File: src/logic/rmt_pkg.sv
// constants shared by the addressing and transmit control block
// assumes a 10 MHz clock and timing parameters in us
package rmt_pkg;
	localparam int CLK_PERIOD_NS = 100;
	localparam int MS_NS = 1000000; // timer tick
	localparam int BACKOFF_US = 320; // one unit backoff period
	localparam int BACKOFF_CYCLES = (BACKOFF_US * 1000) / CLK_PERIOD_NS;
	localparam int ACK_WAIT_US = 1000; // wait for acknowledgment
	localparam int ACK_WAIT_CYC = (ACK_WAIT_US * 1000) / CLK_PERIOD_NS;
	localparam int MS_CYC = MS_NS / CLK_PERIOD_NS;
	localparam logic [15:0] ADDR_USE_LONG = 16'hFFFE;
	localparam logic [15:0] ADDR_DISABLED = 16'hFFFF;
	localparam logic [31:0] BCAST_LOW = 32'h0000FFFF;
	localparam logic [31:0] BCAST_HIGH = 32'h00000000;
	localparam logic [2:0] UNICAST_RETRIES = 3'h3;
	localparam logic [1:0] CCA_RETRIES = 2'h2;
	localparam logic [1:0] MAC_MODE_DEFAULT = 2'h0;
	localparam logic [2:0] MAX_BACKOFF_EXP = 3'h5;
	localparam int QUEUE_DEPTH = 2;
	localparam int A1_POLL_ON_PIN_BIT = 3;
	localparam logic [7:0] LFSR_SEED = 8'hA5;
	typedef enum logic [2:0] {
		RMT_IDLE, RMT_TX, RMT_RX, RMT_SLEEP, RMT_CMD
	} rmt_mode_t;
endpackage

File: src/logic/rmt_backoff.sv
// random backoff delay before a clear channel assessment
// assumes start pulses one cycle, exponent stable while busy
`timescale 1ns/1ns
module rmt_backoff #(
	parameter int UNIT_CYCLES = rmt_pkg::BACKOFF_CYCLES
) (
	input wire logic clk, // system clock
	input wire logic rst, // async reset, high
	input wire logic start, // begin a backoff
	input wire logic [2:0] exponent, // backoff exponent
	output logic done // pulse when delay ends
);
	logic [7:0] lfsr_reg;
	logic [7:0] slots_reg;
	logic [15:0] unit_reg;
	logic busy_reg;
	logic [7:0] mask;

	// free running pseudo random source
	always_ff @(posedge clk or posedge rst) begin
		if (rst)
			lfsr_reg <= rmt_pkg::LFSR_SEED;
		else
			lfsr_reg <= {lfsr_reg[6:0],
				lfsr_reg[7] ^ lfsr_reg[5] ^ lfsr_reg[4] ^ lfsr_reg[3]};
	end

	assign mask = 8'((16'h0001 << exponent) - 16'h0001);

	// count random number of whole backoff units
	always_ff @(posedge clk or posedge rst) begin
		if (rst) begin
			busy_reg <= 1'b0;
			slots_reg <= 8'h00;
			unit_reg <= 16'h0000;
			done <= 1'b0;
		end else begin
			done <= 1'b0;
			if (start) begin
				slots_reg <= lfsr_reg & mask;
				unit_reg <= 16'(UNIT_CYCLES - 1);
				busy_reg <= 1'b1;
			end else if (busy_reg) begin
				if (slots_reg == 8'h00) begin
					busy_reg <= 1'b0; // no slots left: delay ends
					done <= 1'b1;
				end else if (unit_reg == 16'h0000) begin
					slots_reg <= slots_reg - 8'h01;
					unit_reg <= 16'(UNIT_CYCLES - 1);
				end else
					unit_reg <= unit_reg - 16'h0001;
			end
		end
	end
endmodule // rmt_backoff

File: src/logic/rmt_indirect_queue.sv
// coordinator store for indirect messages, two entries
// assumes tick is a one-cycle pulse once per millisecond
`timescale 1ns/1ns
module rmt_indirect_queue (
	input wire logic clk, // system clock
	input wire logic rst, // async reset, high
	input wire logic tick, // millisecond tick
	input wire logic [15:0] hold_time, // lifetime in ticks
	input wire logic push, // hold a message
	input wire logic [63:0] push_dst, // its destination
	output logic full, // no free entry
	input wire logic request, // destination asks for data
	input wire logic [63:0] request_src, // requester address
	output logic release_valid, // pulse: send held message
	output logic [63:0] release_dst, // its destination
	output logic discard // pulse: message expired
);
	localparam int D = rmt_pkg::QUEUE_DEPTH;
	logic [D-1:0] used_reg;
	logic [63:0] dst_reg [D];
	logic [15:0] age_reg [D];
	logic [D-1:0] hit, expire, free;
	logic [D-1:0] take;

	always_comb begin
		take = '0;
		for (int i = 0; i < D; i++)
			if (free[i] && take == '0 && push)
				take[i] = 1'b1;
	end
	assign full = (free == '0);

	// one slot per entry: match, age and expiry
	genvar g;
	for (g = 0; g < D; g++) begin : slot
		assign free[g] = !used_reg[g];
		assign hit[g] = used_reg[g] && request && dst_reg[g] == request_src;
		assign expire[g] = used_reg[g] && tick && age_reg[g] >= hold_time;
		always_ff @(posedge clk or posedge rst) begin
			if (rst) begin
				used_reg[g] <= 1'b0;
				dst_reg[g] <= 64'h0;
				age_reg[g] <= 16'h0000;
			end else if (take[g]) begin
				used_reg[g] <= 1'b1;
				dst_reg[g] <= push_dst;
				age_reg[g] <= 16'h0000;
			end else if (hit[g] || expire[g]) begin
				used_reg[g] <= 1'b0;
			end else if (tick && used_reg[g])
				age_reg[g] <= age_reg[g] + 16'h0001;
		end
	end

	// hand one requested message back per cycle
	always_ff @(posedge clk or posedge rst) begin
		if (rst) begin
			release_valid <= 1'b0;
			release_dst <= 64'h0;
			discard <= 1'b0;
		end else begin
			release_valid <= |hit;
			release_dst <= hit[0] ? dst_reg[0] : dst_reg[D-1];
			discard <= |expire;
		end
	end
endmodule // rmt_indirect_queue

File: src/logic/rmt_tx_control.sv
// addressing, transmit and receive control of a wireless network node
// assumes all inputs come from logic on clk; parameters held stable
// Overview of operation
// - serial number is source when short disabled
// - short source address below FFFE used directly
// - destination short when high zero, low small
// - destination field is high and low concatenated
// - unicast accepted on own short address or own serial number
// - association sets short source to FFFE
// - unicast acknowledged, resent up to three times
// - broadcast destination accepted by every node
// - broadcast gets no acknowledgment or resend for lack of one
// - broadcast sent once or retries plus two
// - idle leaves for transmit, receive, sleep, command
// - only coordinator holds packets until requested
// - at most two held indirect messages
// - zero sleep period forces direct transmission
// - direct to awake device until inactivity expires
// - broadcast does not restart inactivity timer
// - held message discarded after sleep period
// - end device polls on wake and forced poll
// - withhold transmission when channel energy high
// - random backoff, zero exponent means none
// - failed channel assessment retried twice in default mac mode, for broadcast or zero retry count; else not retried
// - unacknowledged unicast records acknowledgment failure
`timescale 1ns/1ns
module rmt_tx_control #(
	parameter int MS_CYCLES = rmt_pkg::MS_CYC,
	parameter int ACK_WAIT_CYCLES = rmt_pkg::ACK_WAIT_CYC,
	parameter int BACKOFF_UNIT = rmt_pkg::BACKOFF_CYCLES
) (
	input wire logic clk, // 10 MHz clock
	input wire logic rst, // async reset, high
	input wire logic [15:0] short_source_address, // configured short addr
	input wire logic load_short_address, // pulse: load short addr
	input wire logic association_done, // pulse: end device associated
	input wire logic [31:0] factory_serial_low, // serial number low
	input wire logic [31:0] factory_serial_high, // serial number high
	input wire logic [31:0] destination_low, // destination low
	input wire logic [31:0] destination_high, // destination high
	input wire logic [7:0] retry_count, // broadcast repeat setting
	input wire logic [15:0] cyclic_sleep_period, // hold time, ms
	input wire logic [15:0] time_before_sleep, // inactivity time, ms
	input wire logic [7:0] clear_channel_threshold, // energy limit
	input wire logic [2:0] backoff_exponent, // minimum exponent
	input wire logic [1:0] mac_mode_select, // mac mode
	input wire logic [7:0] end_device_association_config, // assoc cfg
	input wire logic coordinator_enable, // node is coordinator
	input wire logic serial_input_buffer_ready, // packet waiting
	output logic tx_taken, // pulse: packet accepted
	output logic [1:0] tx_result, // 0 ok 1 cca fail or expired 2 ack fail 3 held
	output logic tx_result_valid, // pulse: result ready
	input wire logic sleep_condition, // sleep allowed
	input wire logic command_sequence, // pulse: command entry seen
	input wire logic command_exit, // pulse: leave command mode
	input wire logic wake_cyclic, // pulse: woke after sleep period
	input wire logic wake_pin, // pulse: woke by pin
	input wire logic forced_poll_command, // pulse: poll now
	input wire logic [7:0] channel_energy, // measured energy
	output logic frame_send, // pulse: send frame
	output logic frame_poll, // frame is a data request
	output logic [63:0] frame_src_addr, // source field
	output logic frame_src_long, // source is 64-bit
	output logic [63:0] frame_dst_addr, // destination field
	output logic frame_dst_long, // destination is 64-bit
	output logic frame_ack_request, // ask for acknowledgment
	input wire logic frame_sent, // pulse: frame on air
	input wire logic ack_received, // pulse: acknowledgment seen
	input wire logic rx_valid, // pulse: frame received
	input wire logic [63:0] rx_dst_addr, // received destination
	input wire logic rx_dst_long, // received destination 64-bit
	input wire logic [63:0] rx_src_addr, // received source
	input wire logic rx_data_request, // received frame is a poll
	output logic rx_accept, // pulse: frame accepted
	output logic ack_send, // pulse: send acknowledgment
	output logic ack_failure, // sticky until next transfer starts
	output rmt_pkg::rmt_mode_t mode // current operating mode
);
	typedef enum logic [2:0] {
		TX_IDLE, TX_BACKOFF, TX_CCA, TX_SEND, TX_WAIT_ACK
	} rmt_tx_state_t;

	rmt_tx_state_t tx_reg;
	logic [15:0] my_reg;
	logic [15:0] ms_reg;
	logic tick;
	logic [15:0] awake_timer_reg;
	logic [63:0] awake_addr_reg;
	logic awake_reg;
	logic [8:0] sends_reg, sends_max;
	logic [1:0] cca_reg;
	logic [2:0] be_reg;
	logic [15:0] ack_timer_reg;
	logic bo_start, bo_done;
	logic src_long, dst_long, dst_bcast, indirect;
	logic [63:0] dst_field, src_field;
	logic q_full, q_push, q_rel, q_discard;
	logic [63:0] q_rel_dst;
	logic poll_pend_reg, rel_pend_reg;
	logic [63:0] rel_dst_reg;
	logic rx_hit, rx_bcast;

	// own short address, overridden on association
	always_ff @(posedge clk or posedge rst) begin
		if (rst)
			my_reg <= rmt_pkg::ADDR_DISABLED;
		else if (association_done)
			my_reg <= rmt_pkg::ADDR_USE_LONG;
		else if (load_short_address)
			my_reg <= short_source_address;
	end

	// address fields of outgoing frames
	assign src_long = my_reg >= rmt_pkg::ADDR_USE_LONG;
	assign src_field = src_long ? {factory_serial_high, factory_serial_low}
		: {48'h0, my_reg};
	assign dst_field = {destination_high, destination_low};
	assign dst_long = !(destination_high == 32'h0 &&
		destination_low < {16'h0, rmt_pkg::ADDR_USE_LONG});
	assign dst_bcast = destination_high == rmt_pkg::BCAST_HIGH &&
		destination_low == rmt_pkg::BCAST_LOW;

	// millisecond tick for sleep and inactivity timers
	always_ff @(posedge clk or posedge rst) begin
		if (rst)
			ms_reg <= 16'h0000;
		else if (tick)
			ms_reg <= 16'h0000;
		else
			ms_reg <= ms_reg + 16'h0001;
	end
	assign tick = ms_reg == 16'(MS_CYCLES - 1);

	// receive filter and acknowledgment
	assign rx_bcast = !rx_dst_long &&
		rx_dst_addr == {48'h0, rmt_pkg::ADDR_DISABLED};
	assign rx_hit = rx_bcast || (rx_dst_long ?
		rx_dst_addr == {factory_serial_high, factory_serial_low} :
		(!src_long && rx_dst_addr == {48'h0, my_reg}));
	always_ff @(posedge clk or posedge rst) begin
		if (rst) begin
			rx_accept <= 1'b0;
			ack_send <= 1'b0;
		end else begin
			rx_accept <= rx_valid && rx_hit && mode != rmt_pkg::RMT_SLEEP;
			ack_send <= rx_valid && rx_hit && !rx_bcast &&
				mode != rmt_pkg::RMT_SLEEP;
		end
	end

	// awake window of one end device, kept by the coordinator
	always_ff @(posedge clk or posedge rst) begin
		if (rst) begin
			awake_reg <= 1'b0;
			awake_addr_reg <= 64'h0;
			awake_timer_reg <= 16'h0000;
		end else if (rx_valid && rx_hit && !rx_bcast) begin
			awake_reg <= 1'b1;
			awake_addr_reg <= rx_src_addr;
			awake_timer_reg <= time_before_sleep;
		end else if (frame_sent && !dst_bcast && awake_reg &&
			dst_field == awake_addr_reg && !frame_poll) begin
			awake_timer_reg <= time_before_sleep;
		end else if (tick && awake_reg) begin
			if (awake_timer_reg == 16'h0000)
				awake_reg <= 1'b0; // back to indirect
			else
				awake_timer_reg <= awake_timer_reg - 16'h0001;
		end
	end

	// indirect path: coordinator, nonzero period, device asleep
	assign indirect = coordinator_enable && !dst_bcast &&
		cyclic_sleep_period != 16'h0000 &&
		!(awake_reg && awake_addr_reg == dst_field);
	assign q_push = tx_reg == TX_IDLE && mode == rmt_pkg::RMT_IDLE &&
		serial_input_buffer_ready && indirect && !q_full;

	rmt_indirect_queue u_queue (
		.clk(clk),
		.rst(rst),
		.tick(tick),
		.hold_time(cyclic_sleep_period),
		.push(q_push),
		.push_dst(dst_field),
		.full(q_full),
		.request(rx_valid && rx_hit && rx_data_request &&
			coordinator_enable),
		.request_src(rx_src_addr),
		.release_valid(q_rel),
		.release_dst(q_rel_dst),
		.discard(q_discard)
	);

	// polls and released messages wait for the engine
	always_ff @(posedge clk or posedge rst) begin
		if (rst) begin
			poll_pend_reg <= 1'b0;
			rel_pend_reg <= 1'b0;
			rel_dst_reg <= 64'h0;
		end else begin
			if (!coordinator_enable && (wake_cyclic || forced_poll_command ||
				(wake_pin && end_device_association_config[
				rmt_pkg::A1_POLL_ON_PIN_BIT])))
				poll_pend_reg <= 1'b1;
			else if (tx_reg == TX_IDLE && mode == rmt_pkg::RMT_IDLE &&
				!rel_pend_reg)
				poll_pend_reg <= 1'b0;
			if (q_rel) begin
				rel_pend_reg <= 1'b1;
				rel_dst_reg <= q_rel_dst;
			end else if (tx_reg == TX_IDLE && mode == rmt_pkg::RMT_IDLE)
				rel_pend_reg <= 1'b0;
		end
	end

	// operating mode
	always_ff @(posedge clk or posedge rst) begin
		if (rst)
			mode <= rmt_pkg::RMT_IDLE;
		else unique case (mode)
			rmt_pkg::RMT_IDLE: begin
				if (command_sequence)
					mode <= rmt_pkg::RMT_CMD;
				else if (rel_pend_reg || poll_pend_reg ||
					(serial_input_buffer_ready && !indirect))
					mode <= rmt_pkg::RMT_TX;
				else if (rx_valid && rx_hit)
					mode <= rmt_pkg::RMT_RX;
				else if (sleep_condition)
					mode <= rmt_pkg::RMT_SLEEP;
			end
			rmt_pkg::RMT_TX:
				if (tx_reg == TX_IDLE)
					mode <= rmt_pkg::RMT_IDLE;
			rmt_pkg::RMT_RX:
				mode <= rmt_pkg::RMT_IDLE;
			rmt_pkg::RMT_SLEEP:
				if (!sleep_condition || wake_pin || wake_cyclic)
					mode <= rmt_pkg::RMT_IDLE;
			rmt_pkg::RMT_CMD:
				if (command_exit)
					mode <= rmt_pkg::RMT_IDLE;
		endcase
	end

	// a transfer starts from idle
	assign bo_start = mode == rmt_pkg::RMT_IDLE && tx_reg == TX_IDLE &&
		!command_sequence && (rel_pend_reg || poll_pend_reg ||
		(serial_input_buffer_ready && !indirect));

	rmt_backoff #(.UNIT_CYCLES(BACKOFF_UNIT)) u_backoff (
		.clk(clk),
		.rst(rst),
		.start(bo_start || (tx_reg == TX_CCA &&
			channel_energy > clear_channel_threshold && cca_reg != 2'h0) ||
			(tx_reg == TX_WAIT_ACK && (ack_timer_reg == 16'h0000) &&
			!ack_received && sends_reg < sends_max)),
		.exponent(bo_start ? backoff_exponent : be_reg),
		.done(bo_done)
	);

	// number of transmissions allowed for this packet
	assign sends_max = frame_ack_request ?
		9'(rmt_pkg::UNICAST_RETRIES) + 9'h001 :
		(retry_count == 8'h00 ? 9'h001 :
		{1'b0, retry_count} + 9'h002);

	// transmit engine: backoff, assessment, send, acknowledgment
	always_ff @(posedge clk or posedge rst) begin
		if (rst) begin
			tx_reg <= TX_IDLE;
			sends_reg <= 9'h000;
			cca_reg <= 2'h0;
			be_reg <= 3'h0;
			ack_timer_reg <= 16'h0000;
			frame_send <= 1'b0;
			frame_poll <= 1'b0;
			frame_src_addr <= 64'h0;
			frame_src_long <= 1'b0;
			frame_dst_addr <= 64'h0;
			frame_dst_long <= 1'b0;
			frame_ack_request <= 1'b0;
			tx_taken <= 1'b0;
			tx_result <= 2'h0;
			tx_result_valid <= 1'b0;
			ack_failure <= 1'b0;
		end else begin
			frame_send <= 1'b0;
			tx_taken <= q_push;
			tx_result_valid <= q_push || q_discard;
			if (q_push || q_discard)
				tx_result <= q_push ? 2'h3 : 2'h1;
			unique case (tx_reg)
				TX_IDLE:
					if (bo_start) begin
						tx_reg <= TX_BACKOFF;
						sends_reg <= 9'h000;
						cca_reg <= (mac_mode_select == rmt_pkg::MAC_MODE_DEFAULT ||
							dst_bcast || retry_count == 8'h00) ?
							rmt_pkg::CCA_RETRIES : 2'h0;
						be_reg <= backoff_exponent;
						ack_failure <= 1'b0;
						frame_poll <= !rel_pend_reg && poll_pend_reg;
						frame_src_addr <= src_field;
						frame_src_long <= src_long;
						frame_dst_addr <= rel_pend_reg ? rel_dst_reg : dst_field;
						frame_dst_long <= rel_pend_reg ? 1'b1 : dst_long;
						frame_ack_request <= rel_pend_reg || !dst_bcast;
						tx_taken <= !rel_pend_reg && !poll_pend_reg;
					end
				TX_BACKOFF:
					if (bo_done)
						tx_reg <= TX_CCA;
				TX_CCA:
					if (channel_energy > clear_channel_threshold) begin
						if (cca_reg == 2'h0) begin
							tx_reg <= TX_IDLE;
							tx_result <= 2'h1;
							tx_result_valid <= 1'b1;
						end else begin
							cca_reg <= cca_reg - 2'h1;
							if (be_reg < rmt_pkg::MAX_BACKOFF_EXP)
								be_reg <= be_reg + 3'h1;
							tx_reg <= TX_BACKOFF;
						end
					end else begin
						frame_send <= 1'b1;
						sends_reg <= sends_reg + 9'h001;
						tx_reg <= TX_SEND;
					end
				TX_SEND:
					if (frame_sent) begin
						ack_timer_reg <= 16'(ACK_WAIT_CYCLES - 1);
						if (frame_ack_request)
							tx_reg <= TX_WAIT_ACK;
						else if (sends_reg < sends_max)
							tx_reg <= TX_CCA;
						else begin
							tx_reg <= TX_IDLE;
							tx_result <= 2'h0;
							tx_result_valid <= 1'b1;
						end
					end
				TX_WAIT_ACK:
					if (ack_received) begin
						tx_reg <= TX_IDLE;
						tx_result <= 2'h0;
						tx_result_valid <= 1'b1;
					end else if (ack_timer_reg != 16'h0000)
						ack_timer_reg <= ack_timer_reg - 16'h0001;
					else if (sends_reg < sends_max)
						tx_reg <= TX_BACKOFF;
					else begin
						tx_reg <= TX_IDLE;
						ack_failure <= 1'b1;
						tx_result <= 2'h2;
						tx_result_valid <= 1'b1;
					end
			endcase
		end
	end
endmodule // rmt_tx_control

File: config.mk
export PLATFORM = sky130hd
export DESIGN_NAME = rmt_tx_control
export DESIGN_NICKNAME = d
export VERILOG_FILES = /design/src/logic/rmt_pkg.sv /design/src/logic/rmt_backoff.sv /design/src/logic/rmt_indirect_queue.sv /design/src/logic/rmt_tx_control.sv
export SDC_FILE = /design/constraint.sdc
export NUM_CORES = 2
export LEC_CHECK = 0
export ABC_AREA = 1
export BUFFER_PORTS_ARGS = -buffer_cell sky130_fd_sc_hd__buf_2
export CORE_MARGIN = 5
export CORE_UTILIZATION = 35
export DETAILED_ROUTE_END_ITERATION = 10
export GPL_TIMING_DRIVEN = 1
export HOLD_SLACK_MARGIN = 0.06
export SYNTH_ARGS = -nofsm -noshare
export SYNTH_HDL_FRONTEND = slang
export SYNTH_SLANG_ARGS = --single-unit
File: constraint.sdc
create_clock -name clk -period 54.4 [get_ports clk]
set_input_delay 5.44 -clock clk [delete_from_list [all_inputs] [get_ports clk]]
set_output_delay 5.44 -clock clk [all_outputs]
set_load 0.01 [all_outputs]
==> run summary <==
Sw frac - 34.5%
Final Hold Fails - 0
Final worst slack - 45.48 ns
Share of post-route cells with drive strength above 1 - 16.2%
Routability cong. - 1.00
DRT iter0 DRCs - 2,782
Met3 GRT Util - 5.75%
Maximum fanout along the worst path - 75
Crit path max-delay family - simple AND/OR/NAND/NOR gates
Die Y - 320 µm
Clock share of power - 36.3%
Clock skew - 0.0354 ns
Crit path max-delay cell type - or2_4
Arrival time worst endpoint - 9.49 ns
Largest net degree at the start of global routing - 162
Reg2Reg Depth - 13
Netlist cell types - 62
Placement Setup Slack - 44.87 ns
Final nets - 5,313
EDFF count, synth - 0
Routed Antenna Nets - 0
Die width - 320 µm
GRT busiest layer - met2
Row count - 113
Setup TNS - 0 ns
Logic pwr share - 24.6%
Die ar. - 0.102 mm²
Slew margin rel. - 25.0%
I/O pin count - 501
Worst path max stage delay - 0.78 ns
Gr usage total - 25.5%
Register area share after synthesis - 46.1%
Outcome - complete, no violations
Initial core utilization - 35.3%
Vias - 31,800
Core outline area - 0.0950 mm²
Unrepaired setup endpoints after global routing - no
Worst Tran Pin Value - 1.12 ns
Internal power - 0.984 mW
Setup Buffers After CTS - 0
Post-DR vias/cell - 5.11
P_sw - 0.519 mW
Final Critical Period - 8.92 ns
Bufs and invs on worst path - 2
CTS buffer count - 76
Final setup vio count - 0
Max Cap Viol - 0
Initial antenna violation count - 38
Worst Setup SP - destination_low[4]
CP required - 54.97 ns
LEAKAGE - 20.3 nW
Dpl hpwl - 106,000 µm
DRC violations left - 0
Fin util - 42.0%
Reg-to-reg endpoint - u_queue.dst_reg[97]$_DFFE_PP0P_
Grt ovf - 0
Worst R2R Setup Slack - 50.04 ns
Synthesized flop and latch total - 617
Cells after Synth - 4,442
Clock slew at reported path FFs - 0.06 ns
Warnings from Yosys - 0
Period utilization - 16.4%
CTS Sinks - 617
Hold depth - 0
TritonCTS clock tree - built
Worst ir drop on vdd - 0.0000290 V
Max H-tree Level - 3
Critical path class - input port to flip-flop
Hold Crit Start - u_backoff.lfsr_reg[6]$_DFF_PP0_
Wirelength, routed - 135,000 µm
Drt pass-1 iters - 7
Mapped Area - 0.0335 mm²
CP Capture Type - flip-flop
I/O Buffers - 493
Hold Path Sink - u_backoff.lfsr_reg[7]$_DFF_PP1_
Hold Slack - 0.388 ns
Max frequency - 112 MHz
Worst skew pair latency - 0.66 ns
Primary FF master, synth - dfrtp_1
Mapped Avg Cell Area - 7.55 µm²
Slew Limit Fails - 0
Grt met2 use - 42.1%
Worst r2r src - awake_addr_reg[4]$_DFFE_PP0P_
Max reg flops - 128
Syn_nets - 4,861
Hold-fix buffers, CTS - 0
P&R area growth vs syn - 18.9%
Power Density - 37.7 mW/mm²
Post-synth ARST share - 100%
Clock Path Buffers - 3
GR Util met1 - 33.2%
First-pass GRT wire length - 198,000 µm
WL/cell - 21.6 µm
Clock Tree Root - clkbuf_16
Startpoint types - input port
CP Depth - 14
Overall Power - 1.50 mW
Seq pwr share - 39.1%
CP cell instances - buf_2 > xnor2_1 > nand3_1 > nor2_1 > nand2_1 > nor2_1 > nand3_1 > nand2_2 > nor2_2 > o21ai_2 > or2_4 > buf_4 > nand2_1 > o21ai_1
Resized cells post-CTS - 0
Hold WC Path Type - flip-flop to flip-flop
Number of global-route vias before repair - 30,300
[per-stage QoR]
stage,instances,area (µm²)
after floorplan,4442,33500
after global placement,6081,37200
after detailed placement,6081,37200
after CTS,6218,39900
after global routing,6225,39900
final,6234,39900
[placed cells by master, fill, tap and decap left out, types with 85 or more instances in the layout]
cell,n
o21ai_1,158
inv_1,500
a31oi_1,85
nand2_1,1316
nor2_1,431
a21oi_1,85
nand3_1,160
buf_2,493
nand4_1,132
dfrtp_1,595
o21ai_0,226
[cell families (layout without fill, tap and decap cells)]
group	count (synthesis)	count (layout)	share of synthesized area, %
xor gates and xnor gates	125	125	3.26
other	0	16	0
and+or+nand+nor	2289	2289	29.1
muxes	28	28	0.936
AOI/OAI and AO/OA	623	623	10.1
adders and majority gates	61	61	2.27
buffers and inverters	699	1210	8.18
DFF	617	617	46.1
[per-layer routing]
| layer | vias up | share of wire (%) | wire length [µm] |
|---|---|---|---|
| li1 | 15300 | - | - |
| met1 | 15100 | 42 | 56300 |
| met2 | 1132 | 47 | 63100 |
| met3 | 246 | 7.7 | 10300 |
| met4 | 14 | 3.6 | 4890 |
| met5 | - | 0.076 | 103 |
[worst max path at each step]
stage	to	slack (ns)
6_report	u_queue.dst_reg[97]$_DFFE_PP0P_	45.48
5_1_grt	u_queue.dst_reg[99]$_DFFE_PP0P_	45.35
4_1_cts	u_queue.dst_reg[72]$_DFFE_PP0P_	45.57
3_5_place_dp	u_queue.dst_reg[89]$_DFFE_PP0P_	44.87
3_3_place_gp	u_queue.dst_reg[89]$_DFFE_PP0P_	44.91
2_1_floorplan	ack_failure$_DFFE_PP0P_	31.72
[cell type report]
class | count | area (µm²)
clock inverters | 32 | 556
well taps | 1265 | 1580
repair buffers | 515 | 2650
fillers | 9858 | 55100
multi-input cells | 3126 | 15400
flip-flops and latches | 617 | 15500
inverters | 558 | 2110
diodes | 16 | 40.0
clock buffers | 105 | 2130
[Yosys cell counts (12+ instances only)]
| cell type | n | share of area [%] |
|---|---|---|
| inv_2 | 52 | 0.58 |
| dfstp_2 | 20 | 1.6 |
| clkbuf_1 | 65 | 0.73 |
| a31oi_1 | 85 | 1.6 |
| inv_1 | 503 | 5.6 |
| buf_1 | 12 | 0.13 |
| nand4_1 | 132 | 2.5 |
| nand3_1 | 161 | 2.4 |
| nand3b_1 | 23 | 0.51 |
| o22ai_1 | 19 | 0.35 |
| nand2_1 | 1316 | 15 |
| or2_2 | 37 | 0.69 |
| nor4_1 | 74 | 1.4 |
| buf_2 | 54 | 0.81 |
| xor2_1 | 72 | 1.9 |
| a21oi_1 | 85 | 1.3 |
| mux2_2 | 23 | 0.77 |
| o21ai_1 | 159 | 2.4 |
| o21ai_0 | 226 | 3.4 |
| nor3_1 | 71 | 1.1 |
| nor2_1 | 431 | 4.8 |
| xnor2_1 | 53 | 1.4 |
| dfrtp_1 | 597 | 45 |
| ha_1 | 61 | 2.3 |
[power groups by stage]
stage | sequential [mW] | clock, mW | combinational (mW)
floorplan | 0.596 | 0 | 0.214
global placement | 0.592 | 0 | 0.365
detailed placement | 0.593 | 0 | 0.368
CTS | 0.586 | 0.557 | 0.370
global route | 0.596 | 0.575 | 0.412
finish | 0.587 | 0.546 | 0.370
No activity file was read; power rests on OpenSTA's default activity.
